## src/hdl/supply_cfg_pkg.sv

```systemverilog
// Constants, field layouts and carrier types of the supply manager configuration logic.
// Assumes a serial bus engine outside that decodes each transaction into one command request.
package supply_cfg_pkg;
  localparam int NUM_CHAN = 8;
  localparam int FIRST_STRONG_ONLY_CHAN = 4;
  localparam int CLK_HZ = 20_000_000;
  // Command codes seen on the decoded request port.
  localparam logic [7:0] CMD_CHAN_CFG = 8'hd0;
  localparam logic [7:0] CMD_CHIP_CFG = 8'hd1;
  localparam logic [7:0] CMD_TRIM_DAC = 8'hd2;
  // Per-channel word fields.
  localparam int CH_POL_BIT = 0;
  localparam int CH_GAIN_BIT = 1;
  localparam int CH_WPD_BIT = 2;
  localparam int CH_WPU_BIT = 3;
  localparam int CH_DAC_MODE_LSB = 4;
  localparam int CH_RUN_SEL_BIT = 8;
  // Chip-wide byte fields.
  localparam int ALL_VINEN_WPU_DIS_BIT = 0;
  localparam int ALL_LONG_TIMEOUT_BIT = 1;
  localparam int ALL_PEC_BIT = 2;
  localparam int ALL_SHARE_BIT = 3;
  localparam int ALL_RUN0_POL_BIT = 4;
  localparam int ALL_RUN1_POL_BIT = 5;
  localparam int ALL_VIN_CLR_BIT = 6;
  localparam int ALL_FAULT_LOG_BIT = 7;
  localparam logic [15:0] CHAN_CFG_RST = 16'h0000;
  localparam logic [7:0] CHIP_CFG_RST = 8'h00;
  // Trim DAC usage codes.
  localparam logic [1:0] DAC_SERVO = 2'h0;
  localparam logic [1:0] DAC_UNUSED = 2'h1;
  localparam logic [1:0] DAC_IMMEDIATE = 2'h2;
  localparam logic [1:0] DAC_SOFT_ONLY = 2'h3;
  // Bus timeout, stretched by a shift of three for the long setting.
  localparam int BUS_TIMEOUT_MS = 25;
  localparam int TIMEOUT_SHIFT = 3;
  localparam int TIMEOUT_W = 24;
  localparam int PAGE_W = 8;
  localparam int CHAN_W = 3;

  typedef enum logic [2:0] {
    SC_IDLE = 3'b001,
    SC_CONNECT = 3'b010,
    SC_DONE = 3'b100
  } sc_state_t;

  typedef struct packed {
    logic write;
    logic [7:0] code;
    logic [15:0] data;
    logic pec_present;
    logic pec_ok;
  } bus_req_t;

  typedef struct packed {
    logic ack;
    logic [15:0] data;
  } bus_rsp_t;

  typedef struct packed {
    logic weak_pullup;
    logic weak_pulldown;
    logic fast_pulldown;
  } pin_drive_t;
endpackage

```

## src/hdl/channel_ctrl.sv

```systemverilog
// One channel's decode of its configuration word: pin drive, DAC settings, soft-connect, run select.
// Assumes the DAC block reports soft-connect completion with sc_done.
`timescale 1ns/1ps
module channel_ctrl #(
  parameter int CHAN = 0
) (
  // Clock and reset
  input wire logic clk,
  input wire logic srst,
  // Configuration and status
  input wire logic [15:0] cfg,
  input wire logic chan_on,
  input wire logic rise_done,
  input wire logic fault_off,
  input wire logic sc_done,
  input wire logic run0_act,
  input wire logic run1_act,
  input wire logic inhibit,
  // Results
  output supply_cfg_pkg::pin_drive_t drive,
  output logic dac_gain_hi,
  output logic dac_noninv,
  output logic dac_connected,
  output logic sc_req,
  output logic dac_write_ok,
  output logic run_req
);
  import supply_cfg_pkg::*;

  sc_state_t state_q;
  pin_drive_t drive_q;
  logic gain_q, pol_q, run_q;
  logic [1:0] mode;
  logic weak_allowed, wpu_eff, wpd_eff, soft_mode, active;

  assign mode = cfg[CH_DAC_MODE_LSB +: 2];
  assign weak_allowed = (CHAN < FIRST_STRONG_ONLY_CHAN);
  assign wpu_eff = cfg[CH_WPU_BIT] & weak_allowed;
  assign wpd_eff = cfg[CH_WPD_BIT] & weak_allowed;
  assign soft_mode = (mode == DAC_SOFT_ONLY) || (mode == DAC_SERVO);
  assign active = chan_on & rise_done;

  // Soft-connect sequence; leaving the on state always drops the connection.
  always_ff @(posedge clk) begin
    if (srst || !chan_on) begin
      state_q <= SC_IDLE;
    end else begin
      case (state_q)
        SC_IDLE: if (active && soft_mode) state_q <= SC_CONNECT;
        SC_CONNECT: if (sc_done) state_q <= SC_DONE;
        SC_DONE: if (!soft_mode) state_q <= SC_IDLE;
        default: state_q <= SC_IDLE;
      endcase
    end
  end

  // Output-enable drive: on channels below 4, weak pull-up when on, weak pull-down only for a soft stop.
  always_ff @(posedge clk) begin
    if (srst) begin
      drive_q <= '{weak_pullup: 1'b0, weak_pulldown: 1'b0, fast_pulldown: 1'b1};
    end else if (chan_on) begin
      drive_q <= '{weak_pullup: wpu_eff, weak_pulldown: 1'b0, fast_pulldown: 1'b0};
    end else begin
      drive_q <= '{weak_pullup: 1'b0, weak_pulldown: wpd_eff & ~fault_off,
                   fast_pulldown: ~wpd_eff | fault_off};
    end
  end

  // DAC settings and run request are registered so the analog side sees clean levels.
  always_ff @(posedge clk) begin
    if (srst) begin
      gain_q <= 1'b0;
      pol_q <= 1'b0;
      run_q <= 1'b0;
    end else begin
      gain_q <= cfg[CH_GAIN_BIT];
      pol_q <= cfg[CH_POL_BIT];
      run_q <= (cfg[CH_RUN_SEL_BIT] ? run1_act : run0_act) & ~inhibit;
    end
  end

  assign drive = drive_q;
  assign dac_gain_hi = gain_q;
  assign dac_noninv = pol_q;
  assign run_req = run_q;
  assign sc_req = (state_q == SC_CONNECT);
  assign dac_connected = (state_q == SC_DONE) || (active && mode == DAC_IMMEDIATE);
  // In soft-only mode a write to the trim DAC must wait for the soft-connect to finish.
  assign dac_write_ok = (mode != DAC_SOFT_ONLY) || (state_q == SC_DONE);

  // Checks of the pin drive, the soft-connect gate and the DAC gain and polarity.
  high_chan_weak_a: assert property (@(posedge clk) disable iff (srst)
    !weak_allowed |-> ##1 !drive.weak_pullup && !drive.weak_pulldown) else $error("weak pull on high channel");
  on_drive_a: assert property (@(posedge clk) disable iff (srst)
    chan_on |=> drive.weak_pullup == $past(wpu_eff) && !drive.fast_pulldown) else $error("on drive wrong");
  fault_fast_a: assert property (@(posedge clk) disable iff (srst)
    !chan_on && fault_off |=> drive.fast_pulldown && !drive.weak_pulldown) else $error("fault not fast");
  // The gate may only open after the channel has stayed on through a full connect sequence.
  soft_gate_a: assert property (@(posedge clk) disable iff (srst)
    mode == DAC_SOFT_ONLY && dac_write_ok |-> $past(chan_on) && $past(chan_on, 2))
    else $error("DAC write open early");
  gain_pol_a: assert property (@(posedge clk) disable iff (srst)
    ##1 dac_gain_hi == $past(cfg[CH_GAIN_BIT]) && dac_noninv == $past(cfg[CH_POL_BIT]))
    else $error("gain or polarity stale");
  soft_done_c: cover property (@(posedge clk) disable iff (srst) state_q == SC_CONNECT ##1 state_q == SC_DONE);
endmodule // channel_ctrl

```

## src/hdl/supply_manager_config_regs.sv

```systemverilog
// Configuration registers of the supply manager and the chip-wide behaviour they steer.
// Assumes a bus engine outside that frames transactions, checks PEC and hands one request per transaction.
`timescale 1ns/1ps
module supply_manager_config_regs #(
  parameter int TIMEOUT_CYCLES = supply_cfg_pkg::BUS_TIMEOUT_MS * (supply_cfg_pkg::CLK_HZ / 1000)
) (
  // Clock and reset
  input wire logic clk,
  input wire logic srst,
  // Decoded command port
  input wire logic req_valid,
  input wire supply_cfg_pkg::bus_req_t req,
  input wire logic [supply_cfg_pkg::PAGE_W-1:0] page,
  output logic rsp_valid,
  output supply_cfg_pkg::bus_rsp_t rsp,
  // Bus timeout
  input wire logic bus_active,
  output logic bus_timeout,
  output logic long_timeout,
  // Input supply and fault status
  input wire logic vin_above_on,
  input wire logic vin_below_off,
  input wire logic fault_event,
  input wire logic vin_en_fault_off,
  output logic fault_log_req,
  output logic clear_faults,
  // Run pins
  input wire logic run_pin_0,
  input wire logic run_pin_1,
  // Shared clock pin, open drain
  input wire logic share_clk_in,
  output logic share_clk_out,
  output logic share_clk_oe_n,
  output logic all_off,
  // Input-enable pin
  output logic vin_en_out,
  output logic vin_en_oe_n,
  output logic vin_en_weak_pullup,
  // Channel status
  input wire logic [supply_cfg_pkg::NUM_CHAN-1:0] chan_on,
  input wire logic [supply_cfg_pkg::NUM_CHAN-1:0] rise_done,
  input wire logic [supply_cfg_pkg::NUM_CHAN-1:0] chan_fault_off,
  input wire logic [supply_cfg_pkg::NUM_CHAN-1:0] sc_done,
  // Channel controls
  output supply_cfg_pkg::pin_drive_t [supply_cfg_pkg::NUM_CHAN-1:0] out_drive,
  output logic [supply_cfg_pkg::NUM_CHAN-1:0] dac_gain_hi,
  output logic [supply_cfg_pkg::NUM_CHAN-1:0] dac_noninv,
  output logic [supply_cfg_pkg::NUM_CHAN-1:0] dac_connected,
  output logic [supply_cfg_pkg::NUM_CHAN-1:0] sc_req,
  output logic [supply_cfg_pkg::NUM_CHAN-1:0] run_req,
  // Trim DAC write strobe
  output logic dac_wr_valid,
  output logic [supply_cfg_pkg::CHAN_W-1:0] dac_wr_chan,
  output logic [15:0] dac_wr_data
);
  import supply_cfg_pkg::*;

  localparam logic [TIMEOUT_W-1:0] TO_BASE = TIMEOUT_W'(TIMEOUT_CYCLES);
  localparam logic [TIMEOUT_W-1:0] TO_LONG = TIMEOUT_W'(TIMEOUT_CYCLES << TIMEOUT_SHIFT);

  logic [15:0] chan_cfg_q [NUM_CHAN];
  logic [7:0] chip_cfg_q;
  logic [NUM_CHAN-1:0] dac_write_ok;
  logic rsp_valid_q, bus_timeout_q, timed_out_q, vin_ok_q, clear_q, log_q;
  logic share_drive_q, vin_en_out_q, vin_en_oe_n_q, vin_en_wpu_q;
  logic dac_wr_valid_q;
  logic [CHAN_W-1:0] dac_wr_chan_q;
  logic [15:0] dac_wr_data_q;
  bus_rsp_t rsp_q;
  logic [TIMEOUT_W-1:0] to_cnt_q, to_limit;
  logic [CHAN_W-1:0] sel_chan;
  logic run0_act, run1_act, share_inhibit, chan_sel_ok;
  logic do_chan_wr, do_chip_wr, do_dac_wr;

  // A write is refused when its PEC is wrong, or missing while PEC is required.
  function automatic logic pec_reject(input bus_req_t r, input logic pec_required);
    pec_reject = (r.pec_present && !r.pec_ok) || (pec_required && !r.pec_present);
  endfunction

  // Only pages that name a real channel reach the per-channel word.
  function automatic logic page_valid(input logic [PAGE_W-1:0] p);
    page_valid = (p < PAGE_W'(NUM_CHAN));
  endfunction

  assign sel_chan = page[CHAN_W-1:0];
  assign chan_sel_ok = page_valid(page);
  assign do_chan_wr = req_valid && req.write && req.code == CMD_CHAN_CFG && chan_sel_ok
                      && !pec_reject(req, chip_cfg_q[ALL_PEC_BIT]);
  // The chip-wide byte ignores the page entirely.
  assign do_chip_wr = req_valid && req.write && req.code == CMD_CHIP_CFG
                      && !pec_reject(req, chip_cfg_q[ALL_PEC_BIT]);
  assign do_dac_wr = req_valid && req.write && req.code == CMD_TRIM_DAC && chan_sel_ok
                     && dac_write_ok[sel_chan] && !pec_reject(req, chip_cfg_q[ALL_PEC_BIT]);

  // Per-channel configuration words.
  always_ff @(posedge clk) begin
    for (int i = 0; i < NUM_CHAN; i++) begin
      if (srst) begin
        chan_cfg_q[i] <= CHAN_CFG_RST;
      end else if (do_chan_wr && sel_chan == CHAN_W'(i)) begin
        chan_cfg_q[i] <= req.data;
      end
    end
  end

  // Chip-wide configuration byte.
  always_ff @(posedge clk) begin
    if (srst) begin
      chip_cfg_q <= CHIP_CFG_RST;
    end else if (do_chip_wr) begin
      chip_cfg_q <= req.data[7:0];
    end
  end

  // One response per request, one cycle later; a refused request answers with ack low.
  always_ff @(posedge clk) begin
    if (srst) begin
      rsp_valid_q <= 1'b0;
      rsp_q <= '0;
    end else begin
      rsp_valid_q <= req_valid;
      rsp_q <= '0;
      if (req_valid) begin
        if (req.write) begin
          rsp_q.ack <= do_chan_wr || do_chip_wr || do_dac_wr;
        end else if (req.code == CMD_CHIP_CFG) begin
          rsp_q.ack <= 1'b1;
          rsp_q.data <= {8'h00, chip_cfg_q};
        end else if (req.code == CMD_CHAN_CFG && chan_sel_ok) begin
          rsp_q.ack <= 1'b1;
          rsp_q.data <= chan_cfg_q[sel_chan];
        end
      end
    end
  end

  // Trim DAC value is passed on to the converter as a registered strobe.
  always_ff @(posedge clk) begin
    if (srst) begin
      dac_wr_valid_q <= 1'b0;
      dac_wr_chan_q <= '0;
      dac_wr_data_q <= '0;
    end else begin
      dac_wr_valid_q <= do_dac_wr;
      if (do_dac_wr) begin
        dac_wr_chan_q <= sel_chan;
        dac_wr_data_q <= req.data;
      end
    end
  end

  // Bus timeout: the long setting trades slower recovery for room to write fault logs.
  assign to_limit = chip_cfg_q[ALL_LONG_TIMEOUT_BIT] ? TO_LONG : TO_BASE;
  always_ff @(posedge clk) begin
    if (srst || !bus_active) begin
      to_cnt_q <= '0;
      timed_out_q <= 1'b0;
      bus_timeout_q <= 1'b0;
    end else begin
      bus_timeout_q <= 1'b0;
      if (!timed_out_q) begin
        if (to_cnt_q >= to_limit - TIMEOUT_W'(1)) begin
          timed_out_q <= 1'b1;
          bus_timeout_q <= 1'b1;
        end else begin
          to_cnt_q <= to_cnt_q + TIMEOUT_W'(1);
        end
      end
    end
  end

  // Input supply state with hysteresis between the turn-on and turn-off thresholds.
  always_ff @(posedge clk) begin
    if (srst) begin
      vin_ok_q <= 1'b0;
      clear_q <= 1'b0;
    end else begin
      clear_q <= 1'b0;
      if (!vin_ok_q && vin_above_on) begin
        vin_ok_q <= 1'b1;
        clear_q <= chip_cfg_q[ALL_VIN_CLR_BIT];
      end else if (vin_ok_q && vin_below_off) begin
        vin_ok_q <= 1'b0;
      end
    end
  end

  // Fault log request and shared-clock hold-down.
  always_ff @(posedge clk) begin
    if (srst) begin
      log_q <= 1'b0;
      share_drive_q <= 1'b0;
    end else begin
      log_q <= fault_event && chip_cfg_q[ALL_FAULT_LOG_BIT];
      share_drive_q <= chip_cfg_q[ALL_SHARE_BIT] && !vin_ok_q;
    end
  end

  // Input-enable pin: a fault forces it low, otherwise weak pull-up or three-state.
  always_ff @(posedge clk) begin
    if (srst) begin
      vin_en_out_q <= 1'b0;
      vin_en_oe_n_q <= 1'b1;
      vin_en_wpu_q <= 1'b0;
    end else begin
      vin_en_out_q <= 1'b0;
      vin_en_oe_n_q <= !vin_en_fault_off;
      vin_en_wpu_q <= !vin_en_fault_off && !chip_cfg_q[ALL_VINEN_WPU_DIS_BIT];
    end
  end

  // Run pin levels after polarity; a low pin starts the unit when the polarity bit is clear.
  assign run0_act = chip_cfg_q[ALL_RUN0_POL_BIT] ? run_pin_0 : !run_pin_0;
  assign run1_act = chip_cfg_q[ALL_RUN1_POL_BIT] ? run_pin_1 : !run_pin_1;
  // A low shared clock from any unit stops every channel when the inhibit is enabled.
  assign share_inhibit = chip_cfg_q[ALL_SHARE_BIT] && !share_clk_in;

  for (genvar c = 0; c < NUM_CHAN; c++) begin : g_chan
    channel_ctrl #(
      .CHAN(c)
    ) u_chan (
      .clk(clk),
      .srst(srst),
      .cfg(chan_cfg_q[c]),
      .chan_on(chan_on[c]),
      .rise_done(rise_done[c]),
      .fault_off(chan_fault_off[c]),
      .sc_done(sc_done[c]),
      .run0_act(run0_act),
      .run1_act(run1_act),
      .inhibit(share_inhibit),
      .drive(out_drive[c]),
      .dac_gain_hi(dac_gain_hi[c]),
      .dac_noninv(dac_noninv[c]),
      .dac_connected(dac_connected[c]),
      .sc_req(sc_req[c]),
      .dac_write_ok(dac_write_ok[c]),
      .run_req(run_req[c])
    );
  end

  assign rsp_valid = rsp_valid_q;
  assign rsp = rsp_q;
  assign bus_timeout = bus_timeout_q;
  assign long_timeout = chip_cfg_q[ALL_LONG_TIMEOUT_BIT];
  assign fault_log_req = log_q;
  assign clear_faults = clear_q;
  assign share_clk_out = 1'b0;
  assign share_clk_oe_n = !share_drive_q;
  assign all_off = share_inhibit;
  assign vin_en_out = vin_en_out_q;
  assign vin_en_oe_n = vin_en_oe_n_q;
  assign vin_en_weak_pullup = vin_en_wpu_q;
  assign dac_wr_valid = dac_wr_valid_q;
  assign dac_wr_chan = dac_wr_chan_q;
  assign dac_wr_data = dac_wr_data_q;

  // Checks of the command port, the chip-wide byte and the pins that it steers.
  pec_refuse_a: assert property (@(posedge clk) disable iff (srst)
    req_valid && req.write && chip_cfg_q[ALL_PEC_BIT] && !req.pec_present |=> rsp_valid && !rsp.ack)
    else $error("write without PEC accepted");
  pec_optional_a: assert property (@(posedge clk) disable iff (srst)
    req_valid && req.write && req.code == CMD_CHIP_CFG && !chip_cfg_q[ALL_PEC_BIT] && !req.pec_present
    |=> rsp_valid && rsp.ack) else $error("write without PEC refused");
  refused_write_a: assert property (@(posedge clk) disable iff (srst)
    req_valid && req.write && pec_reject(req, chip_cfg_q[ALL_PEC_BIT]) |=> $stable(chip_cfg_q) && !dac_wr_valid)
    else $error("refused write took effect");
  chip_any_page_a: assert property (@(posedge clk) disable iff (srst)
    req_valid && !req.write && req.code == CMD_CHIP_CFG |=> rsp.ack && rsp.data[7:0] == $past(chip_cfg_q))
    else $error("chip byte read depends on page");
  dac_gate_a: assert property (@(posedge clk) disable iff (srst)
    req_valid && req.code == CMD_TRIM_DAC && chan_sel_ok && !dac_write_ok[sel_chan] |=> !dac_wr_valid)
    else $error("DAC written before soft-connect");
  share_hold_a: assert property (@(posedge clk) disable iff (srst)
    chip_cfg_q[ALL_SHARE_BIT] && !vin_ok_q ##1 chip_cfg_q[ALL_SHARE_BIT] |-> !share_clk_oe_n)
    else $error("shared clock not held low");
  share_release_a: assert property (@(posedge clk) disable iff (srst)
    !chip_cfg_q[ALL_SHARE_BIT] ##1 !chip_cfg_q[ALL_SHARE_BIT] |-> share_clk_oe_n)
    else $error("shared clock held while disabled");
  inhibit_off_a: assert property (@(posedge clk) disable iff (srst)
    share_inhibit [*2] |-> run_req == '0) else $error("channel runs during inhibit");
  vin_clear_a: assert property (@(posedge clk) disable iff (srst)
    clear_faults |-> $past(chip_cfg_q[ALL_VIN_CLR_BIT]) && $rose(vin_ok_q)) else $error("bad fault clear");
  fault_log_a: assert property (@(posedge clk) disable iff (srst)
    fault_event && !chip_cfg_q[ALL_FAULT_LOG_BIT] |=> !fault_log_req) else $error("log while disabled");
  fault_log_on_a: assert property (@(posedge clk) disable iff (srst)
    fault_event && chip_cfg_q[ALL_FAULT_LOG_BIT] |=> fault_log_req) else $error("fault log not requested");
  timeout_len_a: assert property (@(posedge clk) disable iff (srst)
    bus_timeout |-> to_cnt_q == to_limit - TIMEOUT_W'(1) && $past(bus_active)) else $error("timeout count wrong");
  vin_en_a: assert property (@(posedge clk) disable iff (srst)
    !vin_en_fault_off && chip_cfg_q[ALL_VINEN_WPU_DIS_BIT] ##1 chip_cfg_q[ALL_VINEN_WPU_DIS_BIT]
    |-> vin_en_oe_n && !vin_en_weak_pullup) else $error("input-enable not three-stated");
  vin_en_fault_a: assert property (@(posedge clk) disable iff (srst)
    vin_en_fault_off |=> !vin_en_oe_n && !vin_en_weak_pullup && !vin_en_out)
    else $error("input-enable not forced off");
  // Channel 0 on run pin 0 must follow the pin through the chosen polarity.
  run_pol_a: assert property (@(posedge clk) disable iff (srst)
    !share_inhibit && !chan_cfg_q[0][CH_RUN_SEL_BIT]
    |=> run_req[0] == ($past(chip_cfg_q[ALL_RUN0_POL_BIT]) ~^ $past(run_pin_0)))
    else $error("run pin 0 polarity");
  // Main scenarios that the bench is expected to reach.
  chip_write_c: cover property (@(posedge clk) disable iff (srst) do_chip_wr ##1 rsp.ack);
  timeout_c: cover property (@(posedge clk) disable iff (srst) bus_timeout && long_timeout);
  dac_write_c: cover property (@(posedge clk) disable iff (srst) dac_wr_valid);
  clear_c: cover property (@(posedge clk) disable iff (srst) clear_faults);
endmodule // supply_manager_config_regs

```

## config.mk

```make
export PLATFORM = sky130hd
export DESIGN_NAME = supply_manager_config_regs
export DESIGN_NICKNAME = d
export VERILOG_FILES = /design/src/hdl/supply_cfg_pkg.sv /design/src/hdl/channel_ctrl.sv /design/src/hdl/supply_manager_config_regs.sv
export SDC_FILE = /design/constraint.sdc
export NUM_CORES = 1
export LEC_CHECK = 0
export BUFFER_PORTS_ARGS = -buffer_cell sky130_fd_sc_hd__buf_2
export CORE_ASPECT_RATIO = 0.6
export CORE_MARGIN = 5
export CORE_UTILIZATION = 37
export CTS_CLUSTER_DIAMETER = 120
export DETAILED_ROUTE_END_ITERATION = 12
export MAX_ROUTING_LAYER = met4
export SLEW_MARGIN = 20
export SYNTH_ARGS = -nofsm -noshare
export SYNTH_HDL_FRONTEND = slang
export SYNTH_HIERARCHICAL = 1
export SYNTH_SLANG_ARGS = --single-unit
```

## constraint.sdc

```tcl
create_clock -name clk -period 9.9 [get_ports clk]
set_clock_uncertainty 0.2 [all_clocks]
set_input_delay 0.495 -clock clk [delete_from_list [all_inputs] [get_ports clk]]
set_output_delay 0.495 -clock clk [all_outputs]
set_load 0.1 [all_outputs]
```

Word level (Yosys, flattened, before mapping)

Memory sizes are Yosys's and may differ from the RTL's.
Index checks and enable logic that the tools add are counted.

Eq/ne operators: 82
Bitwise logic cells: 50
$lt $le $gt $ge: 3
Reductions and logical operators: 130
$add $sub $neg: 2
Multiplexer cells: 94

Operators by type and width:

| cell                                                                     | number |
|---|---|
| 16-bit 2-to-1 mux                                                        | 8 |
| 3-bit 2-to-1 mux                                                         | 24 |
| 3-bit case mux with 3 select lines                                       | 8 |
| 1-bit 2-to-1 mux                                                         | 50 |
| 2-bit inequality test (second input constant)                            | 24 |
| 1-bit logical AND                                                        | 43 |
| 3-bit == test (second input constant)                                    | 12 |
| 1-bit logical OR                                                         | 36 |
| 17-bit 2-to-1 mux                                                        | 2 |
| 2-bit == test (second input constant)                                    | 16 |
| 3-bit by 2-bit == test with 1-bit output (second input constant)         | 10 |
| 3-bit by 1-bit == test with 1-bit output (second input constant)         | 9 |
| 24-bit by 1-bit adder with 24-bit output (second input constant)         | 1 |
| 8-bit == test (second input constant)                                    | 3 |
| 24-bit >= comparator                                                     | 1 |
| 3-bit AND reduction                                                      | 8 |
| 22-bit by 1-bit subtractor with 23-bit output (second input constant)    | 1 |
| 22-bit 2-to-1 mux                                                        | 1 |
| 2-bit OR reduction                                                       | 11 |
| 1-bit AND                                                                | 20 |
| 1-bit zero test                                                          | 19 |
| 1-bit inverter                                                           | 18 |
| 2-bit zero test                                                          | 8 |
| 2-bit by 1-bit inequality test with 1-bit output (second input constant) | 8 |
| other kinds (9)                                                          | 20 |

Bits of input ports: 78
Output and inout bits: 112
Memories: 1
RAM bits: 128
Register bits after elaboration: 150

Memories:

| memory     | depth | bits a word | read ports | clocked after Yosys merged registers in | write ports | line                             | text |
|---|---|---|---|---|---|---|---|
| chan_cfg_q | 8     | 16          | 9          | 0                                       | 8           | supply_manager_config_regs.sv:61 | `logic [15:0] chan_cfg_q [NUM_CHAN];` |

Logic depth before layout (Yosys ltp)

Depth in word-level cells: 10
Mapped depth: 10

Cells and area by module

The synthesis kept the hierarchy.

Modules (own cells, without submodules):

| module                              | cells each | seq. area each (um^2) | area an instance (um^2) | times used |
|---|---|---|---|---|
| supply_manager_config_regs          | 717        | 5405.2                | 9205.1                  | 1 |
| channel_ctrl (g_chan[0].u_chan ...) | 39         | 180.2                 | 392.9                   | 4 |
| channel_ctrl (g_chan[4].u_chan ...) | 36         | 140.1                 | 345.3                   | 4 |

Worst setup path before layout

OpenSTA, ideal clock, no wires.

Path type: register to register
Start point: register chip_cfg_q[1]
End point: register to_cnt_q[20]
Stages on the path, launching flop included: 9
Path buffers: 0
Arrival: 3441 ps
Slack: 6189 ps
Data required time: 9629 ps
Cells stage by stage: dfxtp_1 -> inv_1 -> ha_1 -> a21oi_1 -> o21ai_1 -> a2111o_1 -> or3_4 -> or4_1 -> a21oi_1

Longest elaborated chain between the ends: 5

Ends and longest elaborated chain:

| what                                          | line                              | text |
|---|---|---|
| start: declaration                            | supply_manager_config_regs.sv:62  | `logic [7:0] chip_cfg_q;` |
| start signal: assignment                      | supply_manager_config_regs.sv:111 | `chip_cfg_q <= req.data[7:0];` |
| 22-bit 2-to-1 mux                             | supply_manager_config_regs.sv:153 | `assign to_limit = chip_cfg_q[ALL_LONG_TIMEOUT_BIT] ? TO_LONG : TO_BASE;` |
| 22-bit by 1-bit subtractor with 23-bit output | supply_manager_config_regs.sv:162 | `if (to_cnt_q >= to_limit - TIMEOUT_W'(1)) begin` |
| 24-bit >= comparator                          | supply_manager_config_regs.sv:162 |  |
| 1-bit inverter (no source line)               | n/a                               |  |
| 2-bit AND reduction (no source line)          | n/a                               |  |
| end signal: assignment                        | supply_manager_config_regs.sv:166 | `to_cnt_q <= to_cnt_q + TIMEOUT_W'(1);` |
| end: declaration                              | supply_manager_config_regs.sv:70  | `logic [TIMEOUT_W-1:0] to_cnt_q, to_limit;` |

No other way between the ends.
A chain may end at the register's enable or synchronous reset.

Worst setup path after layout

Start point: register chip_cfg_q[1]
End point: register to_cnt_q[16]

The elaborated chain is that of the path after synthesis.

==> run metrics <==
drt pass-1 iters 4; Post-synth EDFFs 128; Tcrit/Tclk final 33.98%; drt initial violations 597; Layout fillers 3,059; Crit path arrival time 3630 ps; share of layout cells above drive strength 1 27.12%; Synth Area per Inst 11.95 sq um; Max FO, Critical Path 9; vias per std cell 5.064; wire per inst 19.43 microns; Max Freq 297.3 MHz; routed via count 8,365; Die Span Y 150.4 microns; Die Width 244.0 microns; pin count of the biggest net entering global routing 47; worst-skew pair later-pin latency 540 ps; Ys Warns 6; clock root buffer clkbuf_16; Static Leak 5.721 nW; Placed Area 0.01347 sq mm; Sum Neg Setup Slack 0 ps; FF-to-FF path depth 8; post-synth top area cell edfxtp_1; drt drc 0; outcome finished clean; FF+latch count, synth 270; PD cells 175.2 mW/mm^2; met3 usage in global routing 3.850%; via count of the first global-routing pass 8,224; Commonest cells post-synth dfxtp_1, and2_1, edfxtp_1, nor2_1; maximum VDD drop 105.3 uV; diode count 0; crit end category flip-flop; TritonCTS buffer count 27; Layout Area Growth over Synthesis 19.59%; layer carrying the most global-route usage met2; post-synthesis sequential area ratio 55.00%; DP Cell Count 1,590; total grt overflow 0; NumNets Final 1,313; Min-Delay Path Class in2reg; Async SR Flop Fraction 0%; Final Hold Fails 0; worst slew pin tran 1001 ps; GR Layer Usage met2 27.04%; Initial Util 37.51%; Setup crit start kind flip-flop; TritonCTS clock tree done; Distinct cells, synth 65; Synth Instances 1,017; synthesized area 0.01216 sq mm; total core area 0.03242 sq mm; die area 0.03670 sq mm; clock slew at reported path FFs 60 ps; Rel. slew slack 32.85%; Tmin final 3364 ps; first-pass GRT wire length 49,020 microns; WHS Path Cells 3; Crit Path Class reg2reg; GPL Wtd Cong 0.8471; clk buf depth 3; RSZ-0062 raised after global routing false; Overall Global Routing Usage 17.64%; Primary FF master, synth dfxtp_1; most frequent cell after synthesis dfxtp_1; CTS H-Tree Depth 1; post-synth top area share 31.61%; worst slack on hold paths 28.71 ps; max_cap viols 0; GR Util met1 24.77%; Slew Limit Fails 0; Data required, critical path 10,160 ps; post-route cell area 0.01454 sq mm; non-filler instance count after layout 1,652; largest cells by area after synthesis edfxtp_1, dfxtp_1, and2_1; Routed Antenna Nets 0; HPWL after DPL 22,690 microns; # IOs 190; final setup fails 0; postcts setup bufs 0; total wire length 32,090 microns; CTS Sinks 270; I/O Buffers 175; initial antenna violation count 1; Site Rows 51
## layout by cell type, fill, tap and decap left out, types with 6 or more instances in the layout
| cell type | synthesis | routed |
|---|---|---|
| buf_2 | 10 | 175 |
| dfxtp_1 | 142 | 142 |
| and2_1 | 134 | 134 |
| edfxtp_1 | 128 | 128 |
| nor2_1 | 74 | 74 |
| nand2_1 | 50 | 50 |
| mux2i_1 | 50 | 50 |
| mux4_2 | 34 | 34 |
| clkbuf_16 | 0 | 29 |
| ha_1 | 28 | 28 |
| nor2b_1 | 27 | 27 |
| inv_1 | 26 | 26 |
| nor3_1 | 24 | 24 |
| a21oi_1 | 22 | 22 |
| nand3_1 | 21 | 21 |
| nand2b_1 | 20 | 20 |
| o21ai_0 | 20 | 17 |
| buf_4 | 11 | 14 |
| o21ai_1 | 11 | 13 |
| nor3b_1 | 13 | 13 |
| nor2b_2 | 12 | 12 |
| dlygate4sd3_1 | 0 | 12 |
| conb_1 | 5 | 10 |
| nand4_1 | 8 | 8 |
| mux2_2 | 8 | 8 |
| a22oi_1 | 8 | 8 |
| nor3b_2 | 8 | 8 |
| o311ai_2 | 8 | 8 |
| and3_1 | 7 | 7 |
| a211oi_1 | 6 | 6 |
## worst max-delay path: stages (launching register included)
cell       delay [ps]
dfxtp_1           540
inv_1             250
ha_1              390
a21oi_1           130
o21ai_1           110
a2111oi_1         580
nand3_1           370
or4_1             580
a21oi_1           140
## registers in the layout (all words and copies together) (netlist names), 3 cells and up
signal and cells:
chan_cfg_q 128, g_chan.u_chan/state_q 24, to_cnt_q 24, rsp 17, dac_wr_data 16, g_chan.u_chan/drive 16
chip_cfg_q 8, g_chan.u_chan/dac_gain_hi 8, g_chan.u_chan/dac_noninv 8, g_chan.u_chan/run_req 8, dac_wr_chan 3
## metrics by stage
stage                     setup WS [ps]  util [%]  power, mW
after CTS                          6584     44.82      2.575
after detailed placement           6313     41.55      1.495
after global routing               6350     44.85      2.643
after floorplan                    6189         -      1.419
final                              6536     44.85      2.547
after global placement             6395     41.55      1.493
## logic make-up after synthesis
family,share of synthesized area (%)
simple gates,21.60
mux,11.16
buf+inv,2.727
fa+ha+maj,2.882
xor+xnor,0.2881
compound gates,6.196
other cells,0.1544
flops,55.00
## report_power, final
group          internal [mW]  total (mW)  switching [mW]
registers               1.20        1.22          0.0179
clock network          0.638        1.07           0.436
logic                 0.0709       0.251           0.180
total                   1.91        2.55           0.634
## final cells by class
type | instances | area, sq um | share of cell area, %
sequential | 270 | 6686 | 45.99
multi-input combinational | 680 | 5180 | 35.63
timing repair buffer | 201 | 1101 | 7.573
clock buffer | 37 | 787.0 | 5.413
tap | 424 | 530.5 | 3.649
clock inverter | 13 | 153.9 | 1.058
inverter | 27 | 101.3 | 0.6970
## path summary, 6_finish.rpt
kind / start / end / slack (ps)
max: chip_cfg_q[1] / to_cnt_q[16] / 6540
min: chan_fault_off[1] / g_chan[1].u_chan/drive[0] / 30
max reg2reg: chip_cfg_q[1] / to_cnt_q[16] / 6540
min reg2reg: to_cnt_q[1] / to_cnt_q[1] / 280
## layer usage
layer	routed length [microns]	vias up
li1	-	4030
met3	2028	37
met5	0	-
met4	495	0
met1	15210	4065
met2	14360	233
## repair_timing
action / 4_1_cts / 5_1_grt
hold endpoints to repair: 19 / 0
hold buffers: 12 / 0
gates resized for setup: 0 / 0
Power figures use the tool's default switching activity.
